**src/pkg/psp_cfg.svh**
```systemverilog
`ifndef PSP_CFG_SVH
`define PSP_CFG_SVH
// Summary of operation
// multiplier switch scales speed, rotation, backlash
// stored coordinates limited to -1M .. +15M
// ramp-time switch selects accel/decel time
// code 0 linear, codes 2-5 rotary pulses
// pulses per revolution times multiplier
// rotary position wraps modulo revolution count
// linear stage never steps past a limit
// start speed 0..50% of top speed
// backlash trim times multiplier, zero disables
// knob gain not scaled by multiplier
// lamps lit one second, fast blink if invalid
// origin switch homes stage, lamp stays lit
// first positioning press after reset/stop homes
// hold positioning switch: blink, store, steady
// short press moves to stored coordinate
// positioning switches only in front-panel mode
// slots survive power loss, write-protect blocks
// stop halts at once, motion invalidates position
// knob jogs in front-panel mode, lock, reverse
// multiplier should match driver micro-step division
// top speed times multiplier within 500k pps (not enforced: the switch tables allow up to 5M pps)
// signed position counts one per step

`define PSP_CLK_HZ 24'h989680
`define PSP_MS_PER_S 32'h000003e8
`define PSP_LAMP_MS 32'h000003e8
`define PSP_HOLD_MS 32'h000003e8
`define PSP_BLINK_SLOW 21
`define PSP_BLINK_FAST 19
`define PSP_START_SHIFT 9
`define PSP_POS_MIN (-32'sh000f4240)
`define PSP_POS_MAX 32'sh00e4e1c0
`define PSP_ROT_LINEAR 4'h0
`define PSP_ROT_FIRST 4'h2
`define PSP_ROT_LAST 4'h5
`define PSP_MULT_TAB {8'hfa, 8'hc8, 8'h7d, 8'h64, 8'h32, 8'h19, \
	8'h10, 8'h50, 8'h28, 8'h14, 8'h0a, 8'h08, 8'h05, 8'h04, 8'h02, 8'h01}
`define PSP_RAMP_TAB {10'h3e8, 10'h320, 10'h2bc, 10'h258, 10'h1f4, \
	10'h190, 10'h15e, 10'h12c, 10'h0fa, 10'h0c8, 10'h0b4, 10'h096, \
	10'h078, 10'h064, 10'h032, 10'h014}
`define PSP_TOP_TAB {16'h4e20, 16'h4268, 16'h3a98, 16'h32c8, \
	16'h2af8, 16'h2710, 16'h2328, 16'h1f40, 16'h1b58, 16'h1770, \
	16'h1388, 16'h0fa0, 16'h0bb8, 16'h07d0, 16'h03e8, 16'h01f4}
`define PSP_PPR_TAB {18'h23280, 18'h11940, 18'h08ca0, 18'h07530}
`define PSP_MULT_W 8
`define PSP_RAMP_W 10
`define PSP_TOP_W 16
`define PSP_PPR_W 18
`define PSP_REG_CTRL 8'h00
`define PSP_REG_STAT 8'h04
`define PSP_REG_POS 8'h08
`define PSP_REG_TOTAL 8'h0c
`define PSP_REG_SLOT0 8'h10
`define PSP_REG_SLOTN 8'h20
`define PSP_CTRL_RST 24'h010000
`define PSP_CTRL_START 7:0
`define PSP_CTRL_BL 15:8
`define PSP_CTRL_GAIN 23:16
`define PSP_CTRL_BYTES 3
`define PSP_SLOTS 5
`endif

```
**src/pkg/psp_pkg.sv**
```systemverilog
package psp_pkg;

	typedef enum logic [1:0] {PH_LAMP, PH_BADCFG, PH_IDLE, PH_MOVE}
		psp_phase_t;

	typedef struct packed {
		logic       originBtn;
		logic       stopBtn;
		logic [4:0] posBtn;
		logic       knobStep;
		logic       knobDir;
		logic       originSensor;
		logic       limitPos;
		logic       limitNeg;
		logic       operationModeSelector;
		logic       writeProtectSwitch;
		logic       knobLockSwitch;
		logic       knobReverse;
		logic       backlashReverse;
		logic [3:0] multiplierSwitch;
		logic [3:0] rampTimeSwitch;
		logic [3:0] rotationPulsesSwitch;
		logic [3:0] topSpeedSwitch;
	} psp_pins_t;

	typedef struct packed {
		logic       step;
		logic       dir;
		logic       originLamp;
		logic [4:0] posLamp;
	} psp_out_t;

	typedef struct packed {
		logic [7:0]  mult;
		logic [9:0]  rampMs;
		logic [17:0] ppr;
		logic [15:0] topF;
		logic        linear;
		logic        ok;
	} psp_cfg_t;

	typedef struct packed {
		logic [25:0] zero;
		logic        busy;
		logic        homing;
		logic        holdStored;
		logic        cfgOk;
		logic        homeOk;
		logic        posValid;
	} psp_status_t;

	typedef struct packed {
		psp_phase_t         phase;
		psp_pins_t          s1;
		psp_pins_t          s2;
		psp_pins_t          s3;
		psp_pins_t          flt;
		logic [31:0]        tmr;
		logic [31:0]        msCnt;
		logic [21:0]        blink;
		psp_cfg_t           cfg;
		logic signed [31:0] pos;
		logic [31:0]        remain;
		logic               dir;
		logic               homing;
		logic [15:0]        blPend;
		logic [22:0]        rate;
		logic [22:0]        top;
		logic [22:0]        start;
		logic [22:0]        inc;
		logic [23:0]        acc;
		logic [31:0]        accSteps;
		logic               posValid;
		logic               homeOk;
		logic               stored;
		logic [2:0]         holdSlot;
		logic [31:0]        holdCnt;
		logic [4:0]         litSlot;
		logic [23:0]        ctrl;
		logic               wbAck;
		logic [31:0]        wbDat;
		psp_out_t           out;
	} psp_state_t;

endpackage

```
**src/core/psp_stage_positioner.sv**
```systemverilog
// Our own choices: the Wishbone slave port and the register addresses.
`timescale 1ns/1ps
`include "psp_cfg.svh"
module psp_stage_positioner #(
	parameter int unsigned CYC_PER_MS = `PSP_CLK_HZ / `PSP_MS_PER_S,
	parameter int unsigned LAMP_CYC   = `PSP_LAMP_MS * CYC_PER_MS,
	parameter int unsigned HOLD_CYC   = `PSP_HOLD_MS * CYC_PER_MS
) (
	input  wire logic               core_clk, // 10 MHz system clock
	input  wire logic               arst_n,   // async reset, low
	input  wire psp_pkg::psp_pins_t pins,     // panel, sensors, switches
	output psp_pkg::psp_out_t       drv,      // step, dir and lamps
	input  wire logic               cyc_i,    // wishbone cycle
	input  wire logic               stb_i,    // wishbone strobe
	input  wire logic               we_i,     // wishbone write
	input  wire logic [7:0]         adr_i,    // wishbone byte address
	input  wire logic [3:0]         sel_i,    // wishbone byte lanes
	input  wire logic [31:0]        dat_i,    // wishbone write data
	output logic [31:0]             dat_o,    // wishbone read data
	output logic                    ack_o     // wishbone acknowledge
);

	localparam int PW = $bits(psp_pkg::psp_pins_t);
	localparam psp_pkg::psp_state_t ST_RST = '{
		phase: psp_pkg::PH_LAMP,
		ctrl: `PSP_CTRL_RST,
		default: '0
	};

	generate
		if (CYC_PER_MS < 2 || LAMP_CYC < 1 || HOLD_CYC < 2) begin : g_chk
			$error("psp_stage_positioner: timing counts too small");
		end
	endgenerate

	psp_pkg::psp_state_t q;
	psp_pkg::psp_state_t n;

	// position slots stay out of reset: they model the retained store
	logic signed [31:0] slotMem [`PSP_SLOTS];
	logic               memWe;
	logic [2:0]         memIdx;

	////////////////////////////////////////////////////////////////////
	// input qualification: a change counts once stages 2 and 3 agree

	logic [PW-1:0] s2V;
	logic [PW-1:0] s3V;
	logic [PW-1:0] fltV;
	logic [PW-1:0] fltNextV;

	assign s2V  = q.s2;
	assign s3V  = q.s3;
	assign fltV = q.flt;

	generate
		for (genvar gi = 0; gi < PW; gi++) begin : g_flt
			assign fltNextV[gi] = (s2V[gi] == s3V[gi]) ? s3V[gi] : fltV[gi];
		end
	endgenerate

	////////////////////////////////////////////////////////////////////
	// settings as currently set on the switches

	psp_pkg::psp_cfg_t cfgNow;
	logic [1:0]        pprIdx;
	logic [`PSP_MULT_W*16-1:0] multTab;
	logic [`PSP_RAMP_W*16-1:0] rampTab;
	logic [`PSP_TOP_W*16-1:0]  topTab;
	logic [`PSP_PPR_W*4-1:0]   pprTab;

	assign multTab = `PSP_MULT_TAB;
	assign rampTab = `PSP_RAMP_TAB;
	assign topTab  = `PSP_TOP_TAB;
	assign pprTab  = `PSP_PPR_TAB;
	assign pprIdx  = 2'(q.flt.rotationPulsesSwitch - `PSP_ROT_FIRST);

	always_comb begin
		cfgNow.mult   = multTab[q.flt.multiplierSwitch*`PSP_MULT_W +:
			`PSP_MULT_W];
		cfgNow.rampMs = rampTab[q.flt.rampTimeSwitch*`PSP_RAMP_W +:
			`PSP_RAMP_W];
		cfgNow.topF   = topTab[q.flt.topSpeedSwitch*`PSP_TOP_W +:
			`PSP_TOP_W];
		cfgNow.linear = q.flt.rotationPulsesSwitch == `PSP_ROT_LINEAR;
		cfgNow.ok     = cfgNow.linear ||
			(q.flt.rotationPulsesSwitch >= `PSP_ROT_FIRST &&
			q.flt.rotationPulsesSwitch <= `PSP_ROT_LAST);
		cfgNow.ppr    = '0;
		if (cfgNow.ok && !cfgNow.linear) begin
			cfgNow.ppr = pprTab[pprIdx*`PSP_PPR_W +: `PSP_PPR_W];
		end
	end

	////////////////////////////////////////////////////////////////////
	// derived rates from the captured settings and the trims

	logic [22:0] topR;
	logic [30:0] startProd;
	logic [22:0] startR;
	logic [22:0] incR;
	logic [22:0] incQ;
	logic [25:0] total;
	logic signed [31:0] totalS;
	logic [15:0] blCnt;

	always_comb begin
		topR      = {7'h0, q.cfg.topF} * {15'h0, q.cfg.mult};
		startProd = {8'h0, topR} * {23'h0, q.ctrl[`PSP_CTRL_START]};
		startR    = {1'b0, startProd[30:`PSP_START_SHIFT]};
		incQ      = (topR - startR) / {13'h0, q.cfg.rampMs};
		incR      = (incQ == '0) ? 23'h1 : incQ;
		// a zero start ratio would stall the move once deceleration brings the rate down to it
		if (startR < incR) begin
			startR = incR;
		end
		total  = {8'h0, q.cfg.ppr} * {18'h0, q.cfg.mult};
		totalS = {6'h0, total};
		blCnt  = {8'h0, q.ctrl[`PSP_CTRL_BL]} * {8'h0, q.cfg.mult};
	end

	////////////////////////////////////////////////////////////////////
	// next-state logic

	psp_pkg::psp_pins_t rise;
	logic               msTick;
	logic               launch;
	logic               lDir;
	logic               lOrigin;
	logic [31:0]        lCnt;
	logic [15:0]        lBl;
	logic [2:0]         heldIdx;
	logic               canStore;
	logic signed [31:0] tgt;
	logic [32:0]        diff;
	logic [31:0]        mag;
	logic               blocked;
	logic               decel;
	logic [24:0]        accSum;
	logic signed [31:0] nextPos;
	logic [31:0]        rdData;
	psp_pkg::psp_status_t stat;

	always_comb begin
		n        = q;
		memWe    = 1'b0;
		memIdx   = q.holdSlot;
		launch   = 1'b0;
		lDir     = 1'b0;
		lOrigin  = 1'b0;
		lCnt     = '0;
		lBl      = '0;
		heldIdx  = '0;
		tgt      = slotMem[q.holdSlot];
		diff     = {tgt[31], tgt} - {q.pos[31], q.pos};
		mag      = diff[32] ? 32'(-diff) : diff[31:0];
		accSum   = {1'b0, q.acc} + {2'b0, q.rate};
		blocked  = q.cfg.linear &&
			(q.dir ? q.flt.limitPos : q.flt.limitNeg);
		decel    = !q.homing && q.remain <= q.accSteps;
		canStore = !q.flt.writeProtectSwitch && q.posValid &&
			q.pos >= `PSP_POS_MIN && q.pos <= `PSP_POS_MAX;
		rdData   = '0;
		stat     = '0;

		n.s1  = pins;
		n.s2  = q.s1;
		n.s3  = q.s2;
		n.flt = psp_pkg::psp_pins_t'(fltNextV);
		rise  = psp_pkg::psp_pins_t'(fltNextV & ~fltV);

		n.blink  = q.blink + 22'h1;
		msTick   = q.msCnt == CYC_PER_MS - 1;
		n.msCnt  = msTick ? '0 : q.msCnt + 32'h1;
		n.out.step = 1'b0;

		for (int i = `PSP_SLOTS - 1; i >= 0; i--) begin
			if (q.flt.posBtn[i]) begin
				heldIdx = 3'(i);
			end
		end

		// wrap for rotary stages, plain count for linear
		if (q.dir) begin
			nextPos = q.pos + 32'sh1;
			if (!q.cfg.linear && q.pos == totalS - 32'sh1) begin
				nextPos = '0;
			end
		end else begin
			nextPos = q.pos - 32'sh1;
			if (!q.cfg.linear && q.pos == '0) begin
				nextPos = totalS - 32'sh1;
			end
		end

		unique case (q.phase)
			psp_pkg::PH_LAMP: begin
				n.out.originLamp = 1'b1;
				n.out.posLamp    = '1;
				n.tmr            = q.tmr + 32'h1;
				if (q.tmr == LAMP_CYC - 1) begin
					n.cfg            = cfgNow;
					n.tmr            = '0;
					n.out.originLamp = 1'b0;
					n.out.posLamp    = '0;
					n.phase = cfgNow.ok ? psp_pkg::PH_IDLE
						: psp_pkg::PH_BADCFG;
				end
			end
			psp_pkg::PH_BADCFG: begin
				// stays here: settings only take effect at power-up
				n.out.originLamp = q.blink[`PSP_BLINK_FAST];
				n.out.posLamp    = {5{q.blink[`PSP_BLINK_FAST]}};
			end
			psp_pkg::PH_IDLE: begin
				n.out.posLamp = q.litSlot;
				if (!q.flt.operationModeSelector) begin
					n.holdCnt = '0;
					n.stored  = 1'b0;
				end else if (rise.originBtn) begin
					launch  = 1'b1;
					lOrigin = 1'b1;
				end else if (|q.flt.posBtn) begin
					n.holdSlot = heldIdx;
					if (!q.stored) begin
						n.holdCnt     = q.holdCnt + 32'h1;
						n.out.posLamp = 5'({4'h0,
							q.blink[`PSP_BLINK_SLOW]} << heldIdx);
						if (q.holdCnt == HOLD_CYC - 1) begin
							n.stored      = 1'b1;
							memWe         = canStore;
							memIdx        = heldIdx;
							n.litSlot     = 5'(5'h1 << heldIdx);
							n.out.posLamp = n.litSlot;
						end
					end
				end else if (q.holdCnt != '0 || q.stored) begin
					n.holdCnt = '0;
					n.stored  = 1'b0;
					if (q.stored) begin
						n.litSlot = '0;
					end else if (!q.homeOk) begin
						launch  = 1'b1;
						lOrigin = 1'b1;
					end else begin
						n.litSlot        = 5'(5'h1 << q.holdSlot);
						n.out.originLamp = 1'b0;
						lDir             = !diff[32];
						lCnt             = mag;
						if (blCnt != '0 && lDir == q.flt.backlashReverse)
						begin
							lCnt = mag + {16'h0, blCnt};
							lBl  = blCnt;
						end
						launch = lCnt != '0;
					end
				end else if (rise.knobStep && !q.flt.knobLockSwitch &&
					q.ctrl[`PSP_CTRL_GAIN] != '0) begin
					launch = 1'b1;
					lDir   = q.flt.knobDir ^ q.flt.knobReverse;
					lCnt   = {24'h0, q.ctrl[`PSP_CTRL_GAIN]};
				end
			end
			psp_pkg::PH_MOVE: begin
				if (msTick) begin
					if (decel) begin
						n.rate = (q.rate > q.start + q.inc) ?
							q.rate - q.inc : q.start;
					end else if (q.rate < q.top) begin
						n.rate = (q.top - q.rate > q.inc) ?
							q.rate + q.inc : q.top;
					end
				end
				if (accSum >= {1'b0, `PSP_CLK_HZ}) begin
					n.acc = 24'(accSum - {1'b0, `PSP_CLK_HZ});
				end else begin
					n.acc = accSum[23:0];
				end
				if (q.homing && q.flt.originSensor) begin
					n.pos      = '0;
					n.posValid = 1'b1;
					n.homeOk   = 1'b1;
					n.phase    = psp_pkg::PH_IDLE;
				end else if (q.remain == '0 || blocked) begin
					n.phase = psp_pkg::PH_IDLE;
					if (q.blPend != '0 && !blocked) begin
						// second leg always approaches from one side
						n.phase    = psp_pkg::PH_MOVE;
						n.dir      = !q.dir;
						n.out.dir  = !q.dir;
						n.remain   = {16'h0, q.blPend};
						n.blPend   = '0;
						n.rate     = q.start;
						n.acc      = '0;
						n.accSteps = '0;
					end
				end else if (accSum >= {1'b0, `PSP_CLK_HZ}) begin
					n.out.step = 1'b1;
					n.pos      = nextPos;
					n.remain   = q.remain - 32'h1;
					if (!decel && q.rate < q.top) begin
						n.accSteps = q.accSteps + 32'h1;
					end
				end
			end
		endcase

		// stop is honoured in any mode once running
		if (rise.stopBtn && (q.phase == psp_pkg::PH_IDLE ||
			q.phase == psp_pkg::PH_MOVE)) begin
			launch     = 1'b0;
			n.phase    = psp_pkg::PH_IDLE;
			n.out.step = 1'b0;
			n.remain   = '0;
			n.blPend   = '0;
			n.homeOk   = 1'b0;
			n.out.originLamp = 1'b0;
			if (q.phase == psp_pkg::PH_MOVE) begin
				n.posValid = 1'b0;
			end
		end

		if (launch) begin
			n.phase    = psp_pkg::PH_MOVE;
			n.dir      = lDir;
			n.out.dir  = lDir;
			n.remain   = lOrigin ? '1 : lCnt;
			n.homing   = lOrigin;
			n.blPend   = lBl;
			n.rate     = startR;
			n.start    = startR;
			n.top      = topR;
			n.inc      = incR;
			n.acc      = '0;
			n.accSteps = '0;
			if (lOrigin) begin
				n.out.originLamp = 1'b1;
				n.litSlot        = '0;
				n.out.posLamp    = '0;
			end
		end

		// register slave: one wait state, every address answered
		stat.busy       = q.phase == psp_pkg::PH_MOVE;
		stat.homing     = q.homing && stat.busy;
		stat.holdStored = q.stored;
		stat.cfgOk      = q.cfg.ok;
		stat.homeOk     = q.homeOk;
		stat.posValid   = q.posValid;
		if (adr_i == `PSP_REG_CTRL) begin
			rdData = {8'h0, q.ctrl};
		end else if (adr_i == `PSP_REG_STAT) begin
			rdData = stat;
		end else if (adr_i == `PSP_REG_POS) begin
			rdData = q.pos;
		end else if (adr_i == `PSP_REG_TOTAL) begin
			rdData = {6'h0, total};
		end else if (adr_i >= `PSP_REG_SLOT0 && adr_i <= `PSP_REG_SLOTN &&
			adr_i[1:0] == 2'h0) begin
			rdData = slotMem[3'(adr_i[7:2] - `PSP_REG_SLOT0 / 4)];
		end
		n.wbAck = 1'b0;
		if (cyc_i && stb_i && !q.wbAck) begin
			n.wbAck = 1'b1;
			n.wbDat = rdData;
			if (we_i && adr_i == `PSP_REG_CTRL) begin
				for (int b = 0; b < `PSP_CTRL_BYTES; b++) begin
					if (sel_i[b]) begin
						n.ctrl[b*8 +: 8] = dat_i[b*8 +: 8];
					end
				end
			end
		end
	end

	////////////////////////////////////////////////////////////////////
	// state and retained store

	always_ff @(posedge core_clk or negedge arst_n) begin
		if (!arst_n) begin
			q <= ST_RST;
		end else begin
			q <= n;
		end
	end

	always_ff @(posedge core_clk) begin
		if (memWe) begin
			slotMem[memIdx] <= q.pos;
		end
	end

	assign drv   = q.out;
	assign dat_o = q.wbDat;
	assign ack_o = q.wbAck;

endmodule

```
**config.mk**
```make
export PLATFORM = sky130hd
export DESIGN_NAME = psp_stage_positioner
export DESIGN_NICKNAME = d
export VERILOG_FILES = /design/src/pkg/psp_pkg.sv /design/src/core/psp_stage_positioner.sv
export VERILOG_INCLUDE_DIRS = /design/src /design/src/pkg
export SDC_FILE = /design/constraint.sdc
export NUM_CORES = 2
export LEC_CHECK = 0
export ABC_CLOCK_PERIOD_IN_PS = 196500
export BUFFER_PORTS_ARGS = -buffer_cell sky130_fd_sc_hd__buf_2
export CAP_MARGIN = 20
export CORE_MARGIN = 4
export CORE_UTILIZATION = 45
export DETAILED_ROUTE_END_ITERATION = 10
export SLEW_MARGIN = 30
export SYNTH_ARGS = -nofsm -noshare
export SYNTH_HDL_FRONTEND = slang
export SYNTH_SLANG_ARGS = --single-unit
```
**constraint.sdc**
```tcl
create_clock -name core_clk -period 196.5 [get_ports core_clk]
set_input_delay 29.475 -clock core_clk [delete_from_list [all_inputs] [get_ports core_clk]]
set_output_delay 29.475 -clock core_clk [all_outputs]
set_load 0.02 [all_outputs]
```
**Word-level counts from Yosys, hierarchy flattened**

Memory sizes are Yosys's and may differ from the RTL's.
Index checks and enable logic that the tools add are counted.

- Bits in registers: 612
- RAM bits: 160
- Output and inout port bits: 41
- Memories: 1

Memory list:

| memory | depth | width | read ports | clocked after Yosys merged registers in | wr ports | RTL line | RTL |
|---|---|---|---|---|---|---|---|
| slotMem | 5 | 32 | 2 | 0 | 1 | psp_stage_positioner.sv:40 | `` logic signed [31:0] slotMem [`PSP_SLOTS]; `` |

- Add/subtract/negate cells: 21
- Multipliers: 6
- Div/mod/pow operators: 1
- $lt $le $gt $ge: 12
- Equal/unequal tests: 54
- Shift operators: 7
- Muxes and demuxes: 195
- Bitwise operators: 4
- Reductions and logical operators: 76

Operator list:

| cell | number |
|---|---|
| $mux 32 | 35 |
| $shiftx 256x9->16 const A | 1 |
| $mux 198 | 1 |
| $mux 23 | 7 |
| $shiftx 160x9->10 const A | 1 |
| $mux 39 | 4 |
| $mux 16 | 9 |
| $mux 33 | 4 |
| $add 32x1->32 const B | 4 |
| $shiftx 128x8->8 const A | 1 |
| $mux 56 | 2 |
| $mux 37 | 3 |
| $mux 1 | 84 |
| $shiftx 72x8->18 const A | 1 |
| $eq 32x24->1 const B | 2 |
| $logic_not 32->1 | 2 |
| $mux 64 | 1 |
| $reduce_bool 32->1 | 2 |
| $mux 58 | 1 |
| $mux 5 | 10 |
| $mux 24 | 2 |
| $add 23x23->23 | 2 |
| $gt 23x23->1 | 2 |
| $sub 23x23->23 | 2 |
| other kinds (76) | 193 |

**Logic depth before layout (Yosys ltp)**

An unclocked memory read counts as a cell.

- Depth after elaboration: 24
- Gate-level depth with buffers: 346

**Least setup slack after synthesis**

No wires, ideal clock.

- Path type: register to register
- Start: register q[391] in the netlist's numbering
- End: register q[237] in the netlist's numbering
- Arrival time: 62647 ps
- Setup slack: 133698 ps
- Cell stages (with the launch flop): 332
- Path buffers: 30
- Period minus slack after synthesis: 62802 ps
- Cell sequence: dfrtp_1 -> clkbuf_1 -> and2_1 -> fa_1 -> fa_1 -> fa_1 -> inv_1 -> fa_1 -> inv_1 -> ha_1 -> o21ai_0 -> nor2_1 -> a2111oi_0 -> nor3_1 -> xor2_1 -> clkbuf_1 -> nand2_1 -> fa_1 -> (+296 left out) -> o21a_1 -> o21ai_0 -> nand2b_1 -> a21oi_1 -> nor2b_1 -> o21ai_0 -> nand2b_1 -> a21oi_1 -> nor2b_1 -> o21ai_0 -> nor2_1 -> or4_1 -> a32oi_1 -> nor4b_4 -> or2_1 -> buf_4 -> buf_4 -> a311oi_2

- Longest elaborated chain between the ends: 21
- Elaborated cells on any way between the ends: 31
- Those cells by class: 2 x add/sub; 3 x mul; 1 x div; 1 x order compare; 19 x mux; 5 x reduce/logical

Ends and longest elaborated chain:

| what | RTL line | RTL |
|---|---|---|
| start, declared | psp_stage_positioner.sv:36 | `psp_pkg::psp_state_t q;` |
| start signal, assigned | psp_stage_positioner.sv:383 | `q <= n;` |
| branches (longest 21 deep; another with $mul 23x8->31) | n/a |  |

Parallel ways; which one is timed is not known. The select of a mux whose other input is x is not followed.
A chain may end at the register's enable or synchronous reset.

**Worst setup path in the final report**

- Start: register q[391] in the netlist's numbering
- End: register q[189] in the netlist's numbering

- Elaborated cells on any way between the ends: 29
- Those cells by class: 2 x add/sub; 3 x mul; 1 x div; 1 x order compare; 18 x mux; 4 x reduce/logical

RTL lines:

| what | RTL line | RTL |
|---|---|---|
| $mul 16x8->23 * | psp_stage_positioner.sv:108 | `topR = {7'h0, q.cfg.topF} * {15'h0, q.cfg.mult};` |
| via topR[9] | psp_stage_positioner.sv:98 | `logic [22:0] topR;` |
| $mul 23x8->31 | psp_stage_positioner.sv:109 | `` startProd = {8'h0, topR} * {23'h0, q.ctrl[`PSP_CTRL_START]}; `` |
| $sub 23x22->23 | psp_stage_positioner.sv:111 | `incQ = (topR - startR) / {13'h0, q.cfg.rampMs};` |
| $div 23x10->23 | psp_stage_positioner.sv:111 |  |
| $logic_not 23->1 | psp_stage_positioner.sv:112 | `incR = (incQ == '0) ? 23'h1 : incQ;` |
| $mux 23 | psp_stage_positioner.sv:112 |  |
| $lt 22x23->1 | psp_stage_positioner.sv:114 | `if (startR < incR) begin` |
| $mux 23 * | psp_stage_positioner.sv:114 |  |

Mark *: on every way through the listed nets, which the timed path passes. The rest lies on a longest branch. The select of a mux whose other input is x is not followed.

==> flow_metrics.env <==
export IMPL_status="completed"
export IMPL_synth_top_family_by_area="adder cells"
export IMPL_die_area_um2=169000
export IMPL_layout_drive_gt1_share_pct=9.01
export IMPL_path_common_cell="o21a_1"
export IMPL_crit_path_end_kind="flop"
export IMPL_seqPwrFrac_pct=46.5
export IMPL_worstPathRequired_ns=197.07
export IMPL_cts_made_buffers=90
export IMPL_grt_start_max_net_pins=130
export IMPL_io_buffers=113
export IMPL_grt_use_total_pct=25.6
export IMPL_root_buffer="clkbuf_16"
export IMPL_hpwlAfterDp_mm=166
export IMPL_path_clk_slew_ns=0.06
export IMPL_clockBufferDepth=3
export IMPL_avgSynthCellArea_um2=8.85
export IMPL_routed_wl_mm=218
export IMPL_placedCellCount=10300
export IMPL_power_share_clock_pct=50.3
export IMPL_die_width_um=411
export IMPL_final_nets=9195
export IMPL_core_um2=161000
export IMPL_n_fill_cell=15200
export IMPL_power_total_w=0.000355
export IMPL_placed_cell_area_um2=75700
export IMPL_cts_setup_buffers=0
export IMPL_cts_resized=0
export IMPL_p_sw_share_pct=23.9
export IMPL_cts_tree="yes"
export IMPL_setup_viol=0
export IMPL_vias=61700
export IMPL_drv_cap=0
export IMPL_fin_cells=10400
export IMPL_crit_slowest_cell="xnor2_2"
export IMPL_antenna_found_initial=5
export IMPL_cts_sinks=758
export IMPL_avgViaCountPerCell=5.92
export IMPL_critPathKind="reg -> reg"
export IMPL_fin_setup_tns_ns=0
export IMPL_pwr_share_comb_pct=3.2
export IMPL_postCtsHoldBufs=0
export IMPL_synthXorXnorAreaFrac_pct=6.39
export IMPL_yosys_area_share_adder_pct=19.4
export IMPL_insertion_delay_ns=0.74
export IMPL_wl_per_cell_um=20.9
export IMPL_hold_path_depth=0
export IMPL_reg2reg_depth=314
export IMPL_synthArstFlopShare_pct=78.9
export IMPL_place_congestion=0.930
export IMPL_maxSlewViolCount=0
export IMPL_finalCriticalPeriod_ns=77.39
export IMPL_start_kind="flop"
export IMPL_start_util_pct=45.4
export IMPL_synth_compound_area_share_pct=17.4
export IMPL_insertedDiodeCount=0
export IMPL_antenna_left=0
export IMPL_powerDensity_nw_per_um2=4.49
export IMPL_drtPass1Iterations=7
export IMPL_p_leak_nw=34.7
export IMPL_clock_skew_ns=0.0441
export IMPL_muxShareOfSynthArea_pct=5.28
export IMPL_die_h_um=411
export IMPL_p_switching_w=0.0000847
export IMPL_critPathMaxFanout=56
export IMPL_cp_arrival_ns=77.96
export IMPL_cp_slowest_stage_delay_ns=0.90
export IMPL_drcViolationCount=0
export IMPL_final_cell_area_um2=78900
export IMPL_relSlewSlack_pct=25.0
export IMPL_synth_edff_count=160
export IMPL_hold_violations=0
export IMPL_io_pins=123
export IMPL_min_path_type="reg -> reg"
export IMPL_ys_dominant_reg_cell="dfrtp_1"
export IMPL_first_global_vias=61300
export IMPL_drt_iter0_drc=4673
export IMPL_synth_fp_nets=9267
export IMPL_worstMarginPinSlew_ns=1.12
export IMPL_synthSimpleGateAreaFrac_pct=18.9
export IMPL_synth_cell_area_um2=73100
export IMPL_post_route_period_util_pct=39.4
export IMPL_ys_ff_latch=758
export IMPL_syn_inst=8258
export IMPL_ys_types=137
export IMPL_core_rowCount=147
export IMPL_rsz0062_at_grt="false"
export IMPL_synth_seq_area_share_pct=27.1
export IMPL_grt_ovfl_total=0
export IMPL_htree_num_levels=3
export IMPL_peakVddDrop_v=0.00000781
export IMPL_post_route_util_pct=49.0
export IMPL_syn2layout_area_growth_pct=8.00
export IMPL_yosys_warnings=0
export IMPL_internal_power_w=0.000270
export IMPL_max_freq_ghz=0.0129
export IMPL_grt_pass1_wl_mm=347
==> layout by cell type, fill, tap and decap left out, types with 113 or more instances in the layout <==
cell type / instances
xnor2_1: 356
nor2_1: 591
o21a_1: 126
and2_1: 299
nand2_1: 714
inv_1: 632
o21ai_0: 411
xor2_1: 165
fa_1: 293
edfxtp_1: 160
mux2_2: 119
nor3_1: 261
o21bai_1: 113
nand3_1: 262
dfrtp_1: 593
ha_1: 634
a21oi_1: 485
==> power groups by stage <==
stage | clock network [W] | logic (W) | registers (W)
after floorplan | 0 | 0.00000680 | 0.000167
after global placement | 0 | 0.0000113 | 0.000168
after detailed placement | 0 | 0.0000116 | 0.000168
after CTS | 0.000183 | 0.0000116 | 0.000165
after global routing | 0.000189 | 0.0000127 | 0.000165
final | 0.000179 | 0.0000113 | 0.000165
==> state kept, by name (all words and copies together) (netlist names), named ones only <==
| name | count |
|---|---|
| dat_o | 32 |
| n | 66 |
| fltV | 33 |
| q | 457 |
| slotMem | 160 |
| drv | 8 |
| ack_o | 1 |
==> area by class of cell <==
| class | instances | area [um2] | area share, % |
|---|---|---|---|
| Clock buffer | 127 | 2630 | 3.34 |
| Clock inverter | 39 | 527 | 0.667 |
| Inverter | 647 | 2440 | 3.09 |
| Multi-Input combinational cell | 6467 | 49400 | 62.6 |
| Sequential cell | 758 | 19800 | 25.1 |
| Tap cell | 2160 | 2700 | 3.42 |
| Timing Repair Buffer | 222 | 1450 | 1.84 |
==> path summary, 6_finish.rpt <==
kind	startpoint	to	slack (ns)
setup / recovery	q[391]	q[189]	119.11
hold / removal	n[553]	n[520]	0.35
setup reg to reg	q[391]	q[189]	119.11
hold reg to reg	n[553]	n[520]	0.35
max in group asynchronous	arst_n	q[86]	165.16
min in group asynchronous	arst_n	n[567]	28.74
==> cell families (layout without fill, tap and decap cells) <==
| family | after synthesis | after routing |
|---|---|---|
| buffers and inverters | 1033 | 1035 |
| AOI/OAI and AO/OA | 1920 | 1920 |
| muxes | 287 | 287 |
| xor gates and xnor gates | 529 | 529 |
| adders and majority gates | 962 | 962 |
| DFF | 758 | 758 |
| and+or+nand+nor | 2769 | 2769 |
==> synth_stat cells (36+ instances only) <==
cell type	number	share of area [%]
a211oi_1	54	0.55
a21o_1	106	1.1
a21oi_1	491	3.4
a22o_1	55	0.66
a22oi_1	36	0.37
a31oi_1	49	0.42
and2_1	300	2.6
and3_1	76	0.65
buf_4	44	0.45
clkbuf_1	287	1.5
dfrtp_1	597	20
edfxtp_1	160	6.6
fa_1	293	8.0
ha_1	634	11
inv_1	632	3.2
mux2_2	119	1.8
mux2i_1	99	1.4
mux4_2	66	2.0
nand2_1	715	3.7
nand2b_1	71	0.61
nand3_1	262	1.8
nand4_1	95	0.81
nor2_1	598	3.1
nor2b_1	68	0.58
nor3_1	266	1.8
nor4_1	89	0.76
o211ai_1	76	0.78
o21a_1	127	1.3
o21ai_0	412	2.8
o21bai_1	115	1.2
o22ai_1	45	0.39
o31ai_1	71	0.73
or3_1	56	0.48
xnor2_1	360	4.3
xor2_1	165	2.0
==> per-stage QoR <==
| step | setup WS (ns) | hold WS, ns |
|---|---|---|
| 5_1_grt | 113.46 | 0.354 |
| 6_report | 119.11 | 0.346 |
| 3_5_place_dp | 119.94 | 0.335 |
| 3_3_place_gp | 121.16 | 0.332 |
| 4_1_cts | 119.60 | 0.347 |
| 2_1_floorplan | 133.70 | 0.331 |
==> critical path: cells and delay by family, from the launching register on <==
family / cells / cell delay, ns
buffers and inverters: 38 / 8.37
adders and majority gates: 33 / 11.89
AOI/OAI and AO/OA: 156 / 34.89
muxes: 1 / 0.28
xor gates and xnor gates: 3 / 1.84
and+or+nand+nor: 83 / 19.15
DFF: 1 / 0.32
==> layer usage <==
metal,GRT usage (%),part of all wire (%)
met2,43.7,48
met3,2.62,5.0
met4,10.6,4.4
met1,33.2,43
met5,0,0.0055
(Power assumes the default switching activity.)
